$ cat src/logic/wdcu_pkg.sv
/*
 * constants of the watchdog control unit: register map, field
 * positions, reset values, unlock keys and timing counts.
 * assumes a 20 MHz bus clock and a slow watchdog source clock.
 */
`default_nettype none

package wdcu_pkg;

	// ********************************************************
	// register map (byte addresses, one word each)
	// ********************************************************
	localparam int           WDCU_ADDR_W     = 12;
	localparam logic [11:0]  WDCU_CTRL_IDX   = 12'h0aa;
	localparam logic [11:0]  WDCU_CTRL_ADDR  = {WDCU_CTRL_IDX[9:0], 2'b00};
	localparam logic [11:0]  WDCU_CFG_ADDR   = 12'h000;
	localparam logic [11:0]  WDCU_UNLK_ADDR  = 12'h004;
	localparam logic [11:0]  WDCU_ISTA_ADDR  = 12'h008;
	localparam logic [11:0]  WDCU_IEN_ADDR   = 12'h00c;
	localparam logic [11:0]  WDCU_ICLR_ADDR  = 12'h010;
	localparam logic [11:0]  WDCU_CNT_ADDR   = 12'h014;

	// ********************************************************
	// watchdog_control fields
	// ********************************************************
	localparam int           WDCU_RUN_BIT    = 7;
	localparam int           WDCU_CLR_BIT    = 6;
	localparam int           WDCU_OVF_BIT    = 5;
	localparam int           WDCU_LP_BIT     = 4;
	localparam int           WDCU_RSTF_BIT   = 3;
	localparam int           WDCU_PS_LSB     = 0;
	localparam int           WDCU_PS_W       = 3;
	localparam logic [2:0]   WDCU_PS_RESET   = 3'h7;

	// ********************************************************
	// configuration word fields
	// ********************************************************
	localparam int           WDCU_CFGEN_LSB  = 0;
	localparam int           WDCU_CFGEN_W    = 4;
	localparam logic [3:0]   WDCU_CFGEN_GPT  = 4'hf;
	localparam logic [3:0]   WDCU_CFGEN_RST  = 4'h0;
	localparam int           WDCU_DIV_LSB    = 8;
	localparam int           WDCU_DIV_W      = 8;
	localparam logic [7:0]   WDCU_DIV_RESET  = 8'h00;

	// ********************************************************
	// unlock keys and interrupt bits
	// ********************************************************
	localparam logic [7:0]   WDCU_KEY_FIRST  = 8'haa;
	localparam logic [7:0]   WDCU_KEY_SECOND = 8'h55;
	localparam int           WDCU_IRQ_W      = 2;
	localparam int           WDCU_IRQ_OVF    = 0;
	localparam int           WDCU_IRQ_REFUSE = 1;

	// ********************************************************
	// timing
	// ********************************************************
	localparam int           WDCU_CLK_PERIOD_NS = 50;
	localparam int           WDCU_SRC_PERIOD_NS = 100000;
	localparam int           WDCU_SRC_CYCLES    = WDCU_SRC_PERIOD_NS / WDCU_CLK_PERIOD_NS;
	localparam int           WDCU_CNT_W         = 6;

	typedef enum logic [2:0] {
		WDCU_LOCKED = 3'b001,
		WDCU_HALF   = 3'b010,
		WDCU_OPEN   = 3'b100
	} wdcu_unlock_t;

endpackage : wdcu_pkg

`default_nettype wire

$ cat src/logic/wdcu_watchdog.sv
/*
 * watchdog control unit: protected control word, prescaled counter,
 * overflow and reset-cause flags, interrupt status, AHB-Lite slave.
 * assumes hresetn is the power-on reset and warm_reset a one-cycle
 * pulse for every other chip reset, both on hclk.
 */
// The implementer's own choice: the AHB-Lite register port.
`timescale 1ns/100ps
`default_nettype none

module wdcu_watchdog
	import wdcu_pkg::*;
#(
	parameter int CNT_W      = WDCU_CNT_W,
	parameter int SRC_CYCLES = WDCU_SRC_CYCLES
) (
	// clock and reset
	input  wire logic        hclk,
	input  wire logic        hresetn,
	// ahb-lite slave
	input  wire logic        hsel,
	input  wire logic [31:0] haddr,
	input  wire logic [1:0]  htrans,
	input  wire logic        hwrite,
	input  wire logic [2:0]  hsize,
	input  wire logic [31:0] hwdata,
	input  wire logic        hready,
	output logic      [31:0] hrdata,
	output logic             hreadyout,
	output logic             hresp,
	// chip power and reset
	input  wire logic        cpu_idle,
	input  wire logic        cpu_power_down,
	input  wire logic        warm_reset,
	output logic             dog_reset_req,
	// interrupt
	output logic             irq
);

	// ********************************************************
	// bus address phase
	// ********************************************************
	logic                    a_wr;
	logic                    a_rd;
	logic [WDCU_ADDR_W-1:0]  a_addr;
	logic                    take;

	assign take = hsel & hready & htrans[1];

	always_ff @(posedge hclk or negedge hresetn) begin
		if (!hresetn) begin
			a_wr   <= 1'b0;
			a_rd   <= 1'b0;
			a_addr <= '0;
		end else begin
			a_wr   <= take & hwrite;
			a_rd   <= take & ~hwrite;
			a_addr <= haddr[WDCU_ADDR_W-1:0];
		end
	end

	// zero-wait, always OKAY
	always_ff @(posedge hclk or negedge hresetn) begin
		if (!hresetn) begin
			hreadyout <= 1'b0;
			hresp     <= 1'b0;
		end else begin
			hreadyout <= 1'b1;
			hresp     <= 1'b0;
		end
	end

	// ********************************************************
	// timed access unlock
	// ********************************************************
	wdcu_unlock_t            unlock;
	logic                    wr_ctrl;
	logic                    wr_ctrl_ok;
	logic                    wr_unlk;

	assign wr_ctrl    = a_wr & (a_addr == WDCU_CTRL_ADDR);
	assign wr_unlk    = a_wr & (a_addr == WDCU_UNLK_ADDR);
	assign wr_ctrl_ok = wr_ctrl & (unlock == WDCU_OPEN);

	always_ff @(posedge hclk or negedge hresetn) begin
		if (!hresetn) begin
			unlock <= WDCU_LOCKED;
		end else if (warm_reset) begin
			unlock <= WDCU_LOCKED;
		end else if (a_wr) begin
			// any write other than the next key step closes the window
			unique case (unlock)
				WDCU_LOCKED: begin
					unlock <= (wr_unlk && hwdata[7:0] == WDCU_KEY_FIRST) ? WDCU_HALF : WDCU_LOCKED;
				end
				WDCU_HALF: begin
					unlock <= (wr_unlk && hwdata[7:0] == WDCU_KEY_SECOND) ? WDCU_OPEN : WDCU_LOCKED;
				end
				WDCU_OPEN: begin
					unlock <= WDCU_LOCKED;
				end
				default: begin
					unlock <= WDCU_LOCKED;
				end
			endcase
		end
	end

	// ********************************************************
	// configuration word
	// ********************************************************
	logic [WDCU_CFGEN_W-1:0] config_enable_field;
	logic [WDCU_DIV_W-1:0]   system_clock_divider;
	logic                    gp_mode;

	always_ff @(posedge hclk or negedge hresetn) begin
		if (!hresetn) begin
			config_enable_field  <= WDCU_CFGEN_RST;
			system_clock_divider <= WDCU_DIV_RESET;
		end else if (a_wr && a_addr == WDCU_CFG_ADDR) begin
			config_enable_field  <= hwdata[WDCU_CFGEN_LSB +: WDCU_CFGEN_W];
			system_clock_divider <= hwdata[WDCU_DIV_LSB +: WDCU_DIV_W];
		end
	end

	assign gp_mode = (config_enable_field == WDCU_CFGEN_GPT);

	// ********************************************************
	// watchdog control fields
	// ********************************************************
	logic                    timer_run_bit;
	logic                    count_clear_bit;
	logic                    overflow_flag;
	logic                    low_power_run_bit;
	logic                    dog_reset_flag;
	logic [WDCU_PS_W-1:0]    clock_prescale_sel;
	logic                    src_tick;
	logic                    wd_tick;
	logic                    overflow;
	logic                    reset_fire;

	always_ff @(posedge hclk or negedge hresetn) begin
		if (!hresetn) begin
			timer_run_bit     <= 1'b0;
			low_power_run_bit <= 1'b0;
		end else if (warm_reset) begin
			timer_run_bit     <= 1'b0;
			low_power_run_bit <= 1'b0;
		end else if (wr_ctrl_ok) begin
			timer_run_bit     <= hwdata[WDCU_RUN_BIT];
			low_power_run_bit <= hwdata[WDCU_LP_BIT];
		end
	end

	// pending clear completes on the next watchdog source edge
	always_ff @(posedge hclk or negedge hresetn) begin
		if (!hresetn) begin
			count_clear_bit <= 1'b0;
		end else if (warm_reset) begin
			count_clear_bit <= 1'b0;
		end else if (wr_ctrl_ok && hwdata[WDCU_CLR_BIT]) begin
			count_clear_bit <= 1'b1;
		end else if (src_tick) begin
			count_clear_bit <= 1'b0;
		end
	end

	always_ff @(posedge hclk or negedge hresetn) begin
		if (!hresetn) begin
			overflow_flag <= 1'b0;
		end else if (warm_reset) begin
			overflow_flag <= 1'b0;
		end else if (overflow) begin
			overflow_flag <= 1'b1;
		end else if (wr_ctrl_ok) begin
			overflow_flag <= hwdata[WDCU_OVF_BIT];
		end
	end

	// warm_reset leaves this flag alone
	always_ff @(posedge hclk or negedge hresetn) begin
		if (!hresetn) begin
			dog_reset_flag <= 1'b0;
		end else if (reset_fire) begin
			dog_reset_flag <= 1'b1;
		end else if (wr_ctrl_ok) begin
			dog_reset_flag <= hwdata[WDCU_RSTF_BIT];
		end
	end

	always_ff @(posedge hclk or negedge hresetn) begin
		if (!hresetn) begin
			clock_prescale_sel <= WDCU_PS_RESET;
		end else if (wr_ctrl_ok) begin
			clock_prescale_sel <= hwdata[WDCU_PS_LSB +: WDCU_PS_W];
		end
	end

	// ********************************************************
	// watchdog source clock enable
	// ********************************************************
	logic [$clog2(SRC_CYCLES)-1:0] src_cnt;

	always_ff @(posedge hclk or negedge hresetn) begin
		if (!hresetn) begin
			src_cnt <= '0;
		end else if (src_cnt == ($clog2(SRC_CYCLES))'(SRC_CYCLES - 1)) begin
			src_cnt <= '0;
		end else begin
			src_cnt <= src_cnt + 1'b1;
		end
	end

	assign src_tick = (src_cnt == ($clog2(SRC_CYCLES))'(SRC_CYCLES - 1));

	// ********************************************************
	// prescaler and counter
	// ********************************************************
	logic                    running;
	logic [7:0]              pre_cnt;
	logic [CNT_W-1:0]        wd_cnt;

	// sel 0 -> 1/1, sel n -> 1/2^(n+1), sel 7 -> 1/256
	function automatic logic [7:0] wdcu_pre_mask(input logic [2:0] sel);
		logic [8:0] m;
		m = 9'h000;
		if (sel != 3'h0) begin
			// widen before the add so that sel 7 shifts by 8, not by 0
			m = (9'h001 << ({1'b0, sel} + 4'h1)) - 9'h001;
		end
		return m[7:0];
	endfunction : wdcu_pre_mask

	assign running = gp_mode
		? (timer_run_bit & (low_power_run_bit | ~(cpu_idle | cpu_power_down)))
		: 1'b1;
	assign wd_tick  = src_tick & running & ~count_clear_bit
		& ((pre_cnt & wdcu_pre_mask(clock_prescale_sel)) == wdcu_pre_mask(clock_prescale_sel));
	assign overflow = wd_tick & (&wd_cnt);

	always_ff @(posedge hclk or negedge hresetn) begin
		if (!hresetn) begin
			pre_cnt <= '0;
			wd_cnt  <= '0;
		end else if (warm_reset) begin
			pre_cnt <= '0;
			wd_cnt  <= '0;
		end else if (src_tick && count_clear_bit) begin
			pre_cnt <= '0;
			wd_cnt  <= '0;
		end else if (src_tick && running) begin
			pre_cnt <= pre_cnt + 1'b1;
			if (wd_tick) begin
				wd_cnt <= wd_cnt + 1'b1;
			end
		end
	end

	// ********************************************************
	// time-out reset request
	// ********************************************************
	assign reset_fire = overflow & ~gp_mode
		& ~(cpu_power_down & (system_clock_divider != WDCU_DIV_RESET));

	always_ff @(posedge hclk or negedge hresetn) begin
		if (!hresetn) begin
			dog_reset_req <= 1'b0;
		end else begin
			dog_reset_req <= reset_fire;
		end
	end

	// ********************************************************
	// interrupt status, enable, clear
	// ********************************************************
	logic [WDCU_IRQ_W-1:0]   int_status;
	logic [WDCU_IRQ_W-1:0]   int_enable;
	logic [WDCU_IRQ_W-1:0]   int_event;
	logic [WDCU_IRQ_W-1:0]   int_clear;

	assign int_event[WDCU_IRQ_OVF]    = overflow;
	assign int_event[WDCU_IRQ_REFUSE] = wr_ctrl & ~wr_ctrl_ok;
	assign int_clear = (a_wr && a_addr == WDCU_ICLR_ADDR) ? hwdata[WDCU_IRQ_W-1:0] : '0;

	always_ff @(posedge hclk or negedge hresetn) begin
		if (!hresetn) begin
			int_status <= '0;
		end else begin
			// event wins over a clear in the same cycle
			int_status <= (int_status & ~int_clear) | int_event;
		end
	end

	always_ff @(posedge hclk or negedge hresetn) begin
		if (!hresetn) begin
			int_enable <= '0;
		end else if (a_wr && a_addr == WDCU_IEN_ADDR) begin
			int_enable <= hwdata[WDCU_IRQ_W-1:0];
		end
	end

	always_ff @(posedge hclk or negedge hresetn) begin
		if (!hresetn) begin
			irq <= 1'b0;
		end else begin
			irq <= |(((int_status & ~int_clear) | int_event) & int_enable);
		end
	end

	// ********************************************************
	// read data, sampled in the address phase
	// ********************************************************
	logic [31:0]             next_hrdata;

	always_comb begin
		next_hrdata = 32'h0000_0000;
		unique case (haddr[WDCU_ADDR_W-1:0])
			WDCU_CTRL_ADDR: begin
				next_hrdata[WDCU_RUN_BIT]  = timer_run_bit;
				next_hrdata[WDCU_CLR_BIT]  = count_clear_bit;
				next_hrdata[WDCU_OVF_BIT]  = overflow_flag;
				next_hrdata[WDCU_LP_BIT]   = low_power_run_bit;
				next_hrdata[WDCU_RSTF_BIT] = dog_reset_flag;
				next_hrdata[WDCU_PS_LSB +: WDCU_PS_W] = clock_prescale_sel;
			end
			WDCU_CFG_ADDR: begin
				next_hrdata[WDCU_CFGEN_LSB +: WDCU_CFGEN_W] = config_enable_field;
				next_hrdata[WDCU_DIV_LSB +: WDCU_DIV_W]     = system_clock_divider;
			end
			WDCU_ISTA_ADDR: begin
				next_hrdata[WDCU_IRQ_W-1:0] = int_status;
			end
			WDCU_IEN_ADDR: begin
				next_hrdata[WDCU_IRQ_W-1:0] = int_enable;
			end
			WDCU_CNT_ADDR: begin
				next_hrdata[CNT_W-1:0] = wd_cnt;
			end
			default: begin
				next_hrdata = 32'h0000_0000;
			end
		endcase
	end

	always_ff @(posedge hclk or negedge hresetn) begin
		if (!hresetn) begin
			hrdata <= 32'h0000_0000;
		end else if (take && !hwrite) begin
			hrdata <= next_hrdata;
		end
	end

endmodule : wdcu_watchdog

`default_nettype wire

$ cat config.mk
export PLATFORM = sky130hd
export DESIGN_NAME = wdcu_watchdog
export DESIGN_NICKNAME = d
export VERILOG_FILES = /design/src/logic/wdcu_pkg.sv /design/src/logic/wdcu_watchdog.sv
export SDC_FILE = /design/constraint.sdc
export NUM_CORES = 1
export LEC_CHECK = 0
export ABC_AREA = 1
export BUFFER_PORTS_ARGS = -buffer_cell sky130_fd_sc_hd__buf_2
export CAP_MARGIN = 25
export CORE_AREA = 2 2 90 92
export DETAILED_ROUTE_END_ITERATION = 10
export DIE_AREA = 0 0 92 94
export HOLD_SLACK_MARGIN = 0.05
export PLACE_DENSITY = 0.88
export SKIP_CTS_REPAIR_TIMING = 1
export SYNTH_ARGS = -nofsm -noshare
export SYNTH_HDL_FRONTEND = slang
export SYNTH_SLANG_ARGS = --single-unit
$ cat constraint.sdc
create_clock -name hclk -period 3.6 [get_ports hclk]
set_clock_uncertainty 0.2 [all_clocks]
set_input_delay 0.18 -clock hclk [delete_from_list [all_inputs] [get_ports hclk]]
set_output_delay 0.18 -clock hclk [all_outputs]
set_load 0.01 [all_outputs]
==> flow_summary.ini, run 1 <==
[status]
outcome = finished, final reports clean

[timing]
rsz0062_at_grt = false
max_freq_mhz = 424
period_share = 0.655
holdWs_ns = 0.0306
tns_ns = 0
maxSlewViolCount = 0
worst_pin_slew_ns = 0.850
relSlewSlack = 0.432
setup_viol = 0
setup_ws_ns = 1.24
finalHoldViolations = 0
layout_min_cycle_time_ns = 2.36

[worst_setup_path]
crit_required_ns = 3.64
cp_common_cell = nor2_1
crit_path_end_kind = flop
arrival_ns = 2.40
cp-start-kind = flop
crit_path_cell_trace = nor2_1, nand2_1, nor2_1, nand3_1, o21ai_0
cp_max_fo = 24
cp_slowest_cell = nand3_1
crit_type = reg -> reg
slowest_delay_ns = 0.61

[routing]
wl_mm = 10.5
wl_per_cell_um = 14.5
via_per_inst = 5.52
drcViolationCount = 0
vias = 4011
drtPass1Iterations = 5
first_iter_violations = 365
ant_nets = 0

[placed_design]
dpl.hpwl_mm = 6.95
dp_slack_ns = 1.45
place_inst = 677
io_buffers = 55
gp_congestion = 0.907
placed_cell_area_um2 = 4620

[floorplanning]
die_w_um = 92
initial_core_util = 0.565
rows = 32
die_h_um = 94
ioPinCount = 113
die-area_um2 = 8650
coreArea_um2 = 7610

[power_and_ir_drop]
p_total_mw = 1.92
peakVddDrop_mv = 0.213
leakagePower_nw = 2.72
p_per_area_nw_per_um2 = 368

[clock_tree]
cts_buffers = 9
cts.clk_slew.worst_paths_ns = 0.09
cts_sinks = 84
cts_tree = yes
h-tree-depth = 3
clk_latency_ns = 0.37
cts-root-buf = clkbuf_8
clk_path_buf_depth = 2

[synthesis]
synth_area_leaders = dfrtp_1 47%, nand2_1 7.7%, inv_1 6.1%, nor2_1 5.6%, nand3_1 5.4%
ys_types = 37
ys_warn_count = 0
synth_top_cells_by_count = 88 x nand2_1, 80 x dfrtp_1, 70 x inv_1
synth_area_per_cell_um2 = 8.18
synth_top_cell_area_share = 0.465
yosysMostFrequentCell = nand2_1
ys_ff_latch = 84
async_flop_share = 1.00
synthFlopType = dfrtp_1
synth_edf_count = 0
syn_area_um2 = 4300
yosysSeqAreaShare = 0.490
yosys.area.top_type = dfrtp_1
postSynthCellCount = 526

[grt]
grt_pass1_wl_mm = 16.4
antenna_found_initial = 0
track_usage = 0.240
grt_pass1_vias = 3700
grt.overflow.total = 0
grt_max_degree = 85

[layout]
multi_input_area_um2 = 1820
area_delta_synth_final_pct = 21.2
stdcell_area_um2 = 5220
nFillCells = 604
drive_gt1_frac = 0.179
seq_area_um2 = 2110
antenna_cells = 0
fin_util = 0.686
fin_cells = 727
nNetsFinal = 701

[hold_path]
hp-class = in -> reg

[job]
drv_cap = 0
report_power, final:
| group | internal [mW] | leakage, nW | switching, mW |
|---|---|---|---|
| registers | 0.964 | 1.05 | 0.0123 |
| clock network | 0.417 | 0.111 | 0.367 |
| logic | 0.0644 | 1.57 | 0.0943 |
| total | 1.44 | 2.72 | 0.474 |
registers in the layout (all words and copies together) (netlist names):
| signal | count |
|---|---|
| timer_run_bit | 1 |
| src_cnt | 11 |
| config_enable_field | 4 |
| system_clock_divider | 8 |
| hrdata | 16 |
| dog_reset_req | 1 |
| unlock | 3 |
| count_clear_bit | 1 |
| pre_cnt | 8 |
| clock_prescale_sel | 3 |
| hreadyout | 1 |
| low_power_run_bit | 1 |
| int_enable | 2 |
| a_wr | 1 |
| int_status | 2 |
| a_addr | 12 |
| wd_cnt | 6 |
| dog_reset_flag | 1 |
| overflow_flag | 1 |
| irq | 1 |
cell type report:
| class | count | share of cell area |
|---|---|---|
| Sequential cell | 84 | 0.404 |
| Multi-Input combinational cell | 359 | 0.349 |
| Timing Repair Buffer | 90 | 0.123 |
| Inverter | 76 | 0.0547 |
| Clock buffer | 10 | 0.0264 |
| Tap cell | 102 | 0.0245 |
| Clock inverter | 6 | 0.0182 |
kinds of logic (layout without fill, tap and decap cells):
family                   after synthesis  count (layout)  synth area share
buffers and inverters                100             182             0.102
XOR/XNOR                               5               5            0.0102
other                                  2              19           0.00175
AO/OA/AOI/OAI                         75              75             0.102
adder cells (fa/ha/maj)                4               4            0.0116
AND/OR/NAND/NOR                      256             256             0.283
flip-flops                            84              84             0.490
metal layers:
metal  track usage  part of all wire  wire, µm
met2         0.411              0.51      5320
met5             0                 0         0
met1         0.296              0.40      4240
met3        0.0433             0.064       677
met4         0.116             0.027       282
worst paths after layout:
| kind | slack [ns] | end | cells after the start | start |
|---|---|---|---|---|
| worst max-delay path | 1.24 | config_enable_field[3] | 5 | a_addr[1] |
| worst min-delay path | 0.03 | overflow_flag | 5 | hwdata[5] |
| worst max register to register | 1.24 | config_enable_field[3] | 5 | a_addr[1] |
| worst min register to register | 0.29 | hrdata[10] | 2 | hrdata[10] |
| max in group asynchronous | 2.08 | pre_cnt[4] | 3 | hresetn |
| min in group asynchronous | 0.17 | src_cnt[1] | 3 | hresetn |
critical path, delay by kind of cell, from the launching register on:
kind	cells	cell delay, ns
AO/OA/AOI/OAI	1	0.54
flip-flops	1	0.38
AND/OR/NAND/NOR	4	1.11
cell usage in the layout, fill, tap and decap left out, drive strengths merged, types with 2 or more instances in the layout:
cell type      n
a31oi          3
clkinvlp       2
dlygate4sd3   33
bufinv         2
buf           57
nand4         18
dfrtp         80
o21ai         37
nand3b         2
xor2           5
o211ai         3
o31ai         10
nand2        101
and3           2
nor3b          2
clkbuf        10
dfstp          4
a21oi         18
inv           78
conb          19
nor3          12
nand3         48
ha             4
nor2          70
(Power assumes the default switching activity.)
==> run 2: changes to the inputs <==
--- a/config.mk
+++ b/config.mk
@@ -8,11 +8,11 @@
 export ABC_AREA = 1
 export BUFFER_PORTS_ARGS = -buffer_cell sky130_fd_sc_hd__buf_2
 export CAP_MARGIN = 25
-export CORE_AREA = 2 2 90 92
+export CORE_AREA = 2 2 94 96
 export DETAILED_ROUTE_END_ITERATION = 10
-export DIE_AREA = 0 0 92 94
+export DIE_AREA = 0 0 96 98
 export HOLD_SLACK_MARGIN = 0.05
-export PLACE_DENSITY = 0.88
+export PLACE_DENSITY = 0.82
 export SKIP_CTS_REPAIR_TIMING = 1
 export SYNTH_ARGS = -nofsm -noshare
 export SYNTH_HDL_FRONTEND = slang
==> constraint.sdc (replaced) <==
create_clock -name hclk -period 2.3 [get_ports hclk]
set_clock_uncertainty 0.2 [all_clocks]
set_input_delay 0.115 -clock hclk [delete_from_list [all_inputs] [get_ports hclk]]
set_output_delay 0.115 -clock hclk [all_outputs]
set_load 0.01 [all_outputs]
==> run 2 against run 1 <==
First-iteration DRC count down 29%. Global-route usage fell by 2.3 points. Clock power grew 39%. Sequential power grew 56%. Wire length decreased by 3.6%. Sequential share of layout area about the same. Total power up 49%. Maximum frequency up 12%.
==> flow_summary.ini, run 2 (synthesis gave the netlist of run 1 again) <==
[placed_design]
dpl.hpwl_mm = 7.25
gp_congestion = 0.884
io_buffers = 55
dp_slack_ns = 0.172

[status]
outcome = finished, final reports clean

[floorplanning]
die-area_um2 = 9410
die_w_um = 96
die_h_um = 98
coreArea_um2 = 8470
rows = 34
initial_core_util = 0.508
ioPinCount = 113

[timing]
worst_pin_slew_ns = 0.603
finalHoldViolations = 0
rsz0062_at_grt = false
layout_min_cycle_time_ns = 2.11
tns_ns = 0
relSlewSlack = 0.597
max_freq_mhz = 473
setup_ws_ns = 0.188
setup_viol = 0
maxSlewViolCount = 0
period_share = 0.918
holdWs_ns = 0.100

[clock_tree]
cts_sinks = 84
cts_tree = yes
clk_latency_ns = 0.36
cts-root-buf = clkbuf_8
cts_buffers = 9
h-tree-depth = 3
clk_path_buf_depth = 2
cts.clk_slew.worst_paths_ns = 0.09

[grt]
antenna_found_initial = 0
grt_pass1_vias = 3571
track_usage = 0.218
grt_pass1_wl_mm = 16.0
grt.overflow.total = 0
grt_max_degree = 45

[worst_setup_path]
crit_type = reg -> reg
crit_path_end_kind = flop
crit_buf_inv = 0
cp_common_cell = nand2_1
cp-start-kind = flop
crit_required_ns = 2.40
arrival_ns = 2.21
cp_slowest_cell = dfstp_2
slowest_delay_ns = 0.59
crit_family = simple AND/OR/NAND/NOR gates
crit_path_cell_trace = nor2_1, nand2_1, ha_1, nor2_1, nand3_1, nand2_1, nand2_1, nand2_1, nor2_4, nand3_2, nand2_2, nand2_1, nand2_1
cp_max_fo = 6

[layout]
reg_top3 = hrdata x16, a_addr x12, src_cnt x11
area_delta_synth_final_pct = 21.3
largest_reg_flops = 16
seq_area_um2 = 2110
nNetsFinal = 705
nFillCells = 715
drive_gt1_frac = 0.181
final_cell_mix = 88 x nand2_1, 80 x dfrtp_1, 70 x inv_1
antenna_cells = 0
top_register = hrdata
multi_input_area_um2 = 1820
final_common_cell = nand2_1

[routing]
drcViolationCount = 0
wl_mm = 10.1
first_iter_violations = 259
via_per_inst = 5.29
ant_nets = 0
wl_per_cell_um = 13.8
vias = 3900
drtPass1Iterations = 5

[power_and_ir_drop]
p_per_area_nw_per_um2 = 547
peakVddDrop_mv = 0.282
leakagePower_nw = 2.73

[job]
drv_cap = 0

[hold_path]
hp-class = in -> async
run 2: layer usage:
metal / global-route usage / share of wire
met5: 0 / 0
met4: 0.100 / 0.023
met1: 0.291 / 0.43
met3: 0.0332 / 0.053
met2: 0.346 / 0.49
run 2: metrics by stage:
step                total power [mW]  utilization  std cells  cell area (µm²)
floorplan                       1.66            -        543             4370
global placement                1.75        0.552        687             4670
detailed placement              1.75        0.552        687             4670
CTS                             2.82        0.576        703             4870
global route                    2.98        0.616        737             5220
finish                          2.86        0.616        737             5220
run 2: path summary, 6_finish.rpt:
check	start	endpoint	slack [ns]	depth (start not counted)
setup / recovery	clock_prescale_sel[1]	irq	0.19	13
hold / removal	hresetn	hrdata[15]	0.10	2
setup reg to reg	clock_prescale_sel[1]	irq	0.19	13
hold reg to reg	hrdata[14]	hrdata[14]	0.29	2
max in group asynchronous	hresetn	clock_prescale_sel[0]	1.11	3
min in group hclk	hready	hrdata[5]	0.17	6
run 2: power by group:
group	internal (mW)	leakage, nW	total [mW]	switching, mW
logic	0.100	1.58	0.245	0.145
registers	1.51	1.05	1.52	0.0160
clock network	0.514	0.0939	1.09	0.572
run 2: layout make-up:
cell class | count | area share
sequential | 84 | 0.404
multi-input combinational | 359 | 0.350
timing repair buffer | 94 | 0.128
inverter | 76 | 0.0547
tap | 108 | 0.0259
clock buffer | 10 | 0.0245
clock inverter | 6 | 0.0137
run 2: worst reg2reg max path, cell delays in order (launching register included):
cell,delay (ns)
dfstp_2,0.59
nor2_1,0.06
nand2_1,0.07
ha_1,0.25
nor2_1,0.06
nand3_1,0.06
nand2_1,0.06
nand2_1,0.05
nand2_1,0.07
nor2_4,0.16
nand3_2,0.17
nand2_2,0.11
nand2_1,0.06
nand2_1,0.06
==> run 3: changes to the inputs <==
--- a/config.mk
+++ b/config.mk
@@ -13,6 +13,7 @@
 export DIE_AREA = 0 0 96 98
 export HOLD_SLACK_MARGIN = 0.05
 export PLACE_DENSITY = 0.82
+export RECOVER_POWER = 100
 export SKIP_CTS_REPAIR_TIMING = 1
 export SYNTH_ARGS = -nofsm -noshare
 export SYNTH_HDL_FRONTEND = slang
==> run 3 against run 2 <==
Clock power about the same. Critical path depth decreased by 2. Final cell count unchanged. Count of clock-buffer cells in the layout unchanged. Maximum frequency decreased by 0.17%. Die area unchanged. First-iteration DRC count increased by 8.1%. Final area decreased by 1.7%. Non-clock buffer count unchanged. Setup slack got worse by 0.0037 ns. Largest cell class unchanged. Highest routed layer unchanged.
==> flow_summary.ini, run 3 (synthesis gave the netlist of run 1 again) <==
[timing]
setup_viol = 0
worst_pin_slew_ns = 1.12
maxSlewViolCount = 0
period_share = 0.920
finalHoldViolations = 0
max_freq_mhz = 473
tns_ns = 0
relSlewSlack = 0.252
layout_min_cycle_time_ns = 2.12
rsz0062_at_grt = false

[layout]
reg_top3 = hrdata x16, a_addr x12, src_cnt x11
final_common_cell = nand2_1
final_cell_mix = 92 x nand2_1, 80 x dfrtp_1, 70 x inv_1
nNetsFinal = 705
nFillCells = 744
stdcell_area_um2 = 5130
drive_gt1_frac = 0.124
area_delta_synth_final_pct = 19.3
largest_reg_flops = 16
top_register = hrdata
antenna_cells = 0

[floorplanning]
die_w_um = 96
rows = 34
coreArea_um2 = 8470
ioPinCount = 113
die-area_um2 = 9410
die_h_um = 98
initial_core_util = 0.508

[worst_setup_path]
arrival_ns = 2.21
cp-start-kind = primary input
crit_type = in -> reg
cp_max_fo = 10
crit_path_end_kind = flop
crit_required_ns = 2.39

[routing]
ant_nets = 0
first_iter_violations = 280
drtPass1Iterations = 5
vias = 3880
drcViolationCount = 0
wl_mm = 10.2
via_per_inst = 5.26
wl_per_cell_um = 13.8

[power_and_ir_drop]
clockPowerShare = 0.381
p_total_mw = 2.84
seqPwrFrac = 0.537
p_per_area_nw_per_um2 = 554
switching_power_mw = 0.729
intPower_mw = 2.11
combPwrFrac = 0.082
swShare = 0.257
peakVddDrop_mv = 0.281
leakagePower_nw = 2.58

[grt]
grt.overflow.total = 0
track_usage = 0.218
grt_max_degree = 45
grt_pass1_vias = 3571
grt_pass1_wl_mm = 16.0
antenna_found_initial = 0

[clock_tree]
clk_latency_ns = 0.36
h-tree-depth = 3
cts.clk_slew.worst_paths_ns = 0.09
cts_tree = yes
cts-root-buf = clkbuf_8
clk_path_buf_depth = 2
cts_sinks = 84
cts_buffers = 9

[placed_design]
gp_congestion = 0.884
io_buffers = 55
placed_cell_area_um2 = 4670
dpl.hpwl_mm = 7.25

[status]
outcome = finished, final reports clean

[job]
drv_cap = 0

[hold_path]
hp-class = in -> reg
[run 3: changes by cell type in the layout (fill, tap and decap cells not counted), moves of 2 or more]
cell | before | now
clkbuf_2 | 0 | 2
nand2_2 | 9 | 5
buf_2 | 54 | 24
buf_4 | 5 | 3
clkbuf_1 | 1 | 31
nand2_1 | 88 | 92
[run 3: area by class of cell]
class	count	area, µm²	share of cell area
inverters	76	285	0.0556
clock inverters	6	71.3	0.0139
clock buffers	10	128	0.0249
repair buffers	94	613	0.120
well taps	108	135	0.0263
multi-input cells	359	1790	0.349
flip-flops and latches	84	2110	0.411
[run 3: layer usage]
| metal | share of wire | wire length [µm] | track usage |
|---|---|---|---|
| met1 | 0.43 | 4320 | 0.291 |
| met2 | 0.49 | 5020 | 0.346 |
| met3 | 0.056 | 571 | 0.0332 |
| met4 | 0.024 | 242 | 0.100 |
| met5 | 0 | 0 | 0 |
[run 3: worst paths after layout]
path                                       start               endpoint  slack, ns  depth (start not counted)
max                                    haddr[11]              hrdata[2]       0.18                         11
min                                       hready              hrdata[5]       0.17                          6
min in group asynchronous                hresetn             hrdata[15]       0.30                          2
max in group asynchronous                hresetn  clock_prescale_sel[0]       0.35                          3
max reg2reg                clock_prescale_sel[1]                    irq       0.20                         13
min reg2reg                           hrdata[14]             hrdata[14]       0.29                          2
[run 3: power by group through the flow]
stage / Clock [mW] / Combinational, mW / Sequential (mW)
6_report: 1.08 / 0.234 / 1.52
5_1_grt: 1.17 / 0.265 / 1.53
4_1_cts: 1.09 / 0.202 / 1.52
3_5_place_dp: 0 / 0.201 / 1.55
3_3_place_gp: 0 / 0.195 / 1.55
2_1_floorplan: 0 / 0.107 / 1.56
[run 3: worst max-delay path, cell delays in order]
cell           delay [ns]
dlygate4sd3_1        0.53
buf_2                0.13
nor2_1               0.19
nand3_1              0.11
nor2_2               0.27
nand2_1              0.34
inv_2                0.17
nand2_1              0.07
o211ai_1             0.10
nand2_1              0.10
nand2_1              0.07
[run 3: through the flow]
| stage | utilization | hold slack [ns] | setup WS [ns] | cells |
|---|---|---|---|---|
| final | 0.606 | 0.174 | 0.184 | 737 |
| after global routing | 0.606 | 0.191 | 0.0244 | 737 |
| after CTS | 0.576 | -0.428 | 0.152 | 703 |
| after detailed placement | 0.552 | -0.0368 | 0.172 | 687 |
| after global placement | 0.552 | -0.0444 | 0.264 | 687 |
| after floorplan | - | -0.381 | 0.391 | 543 |
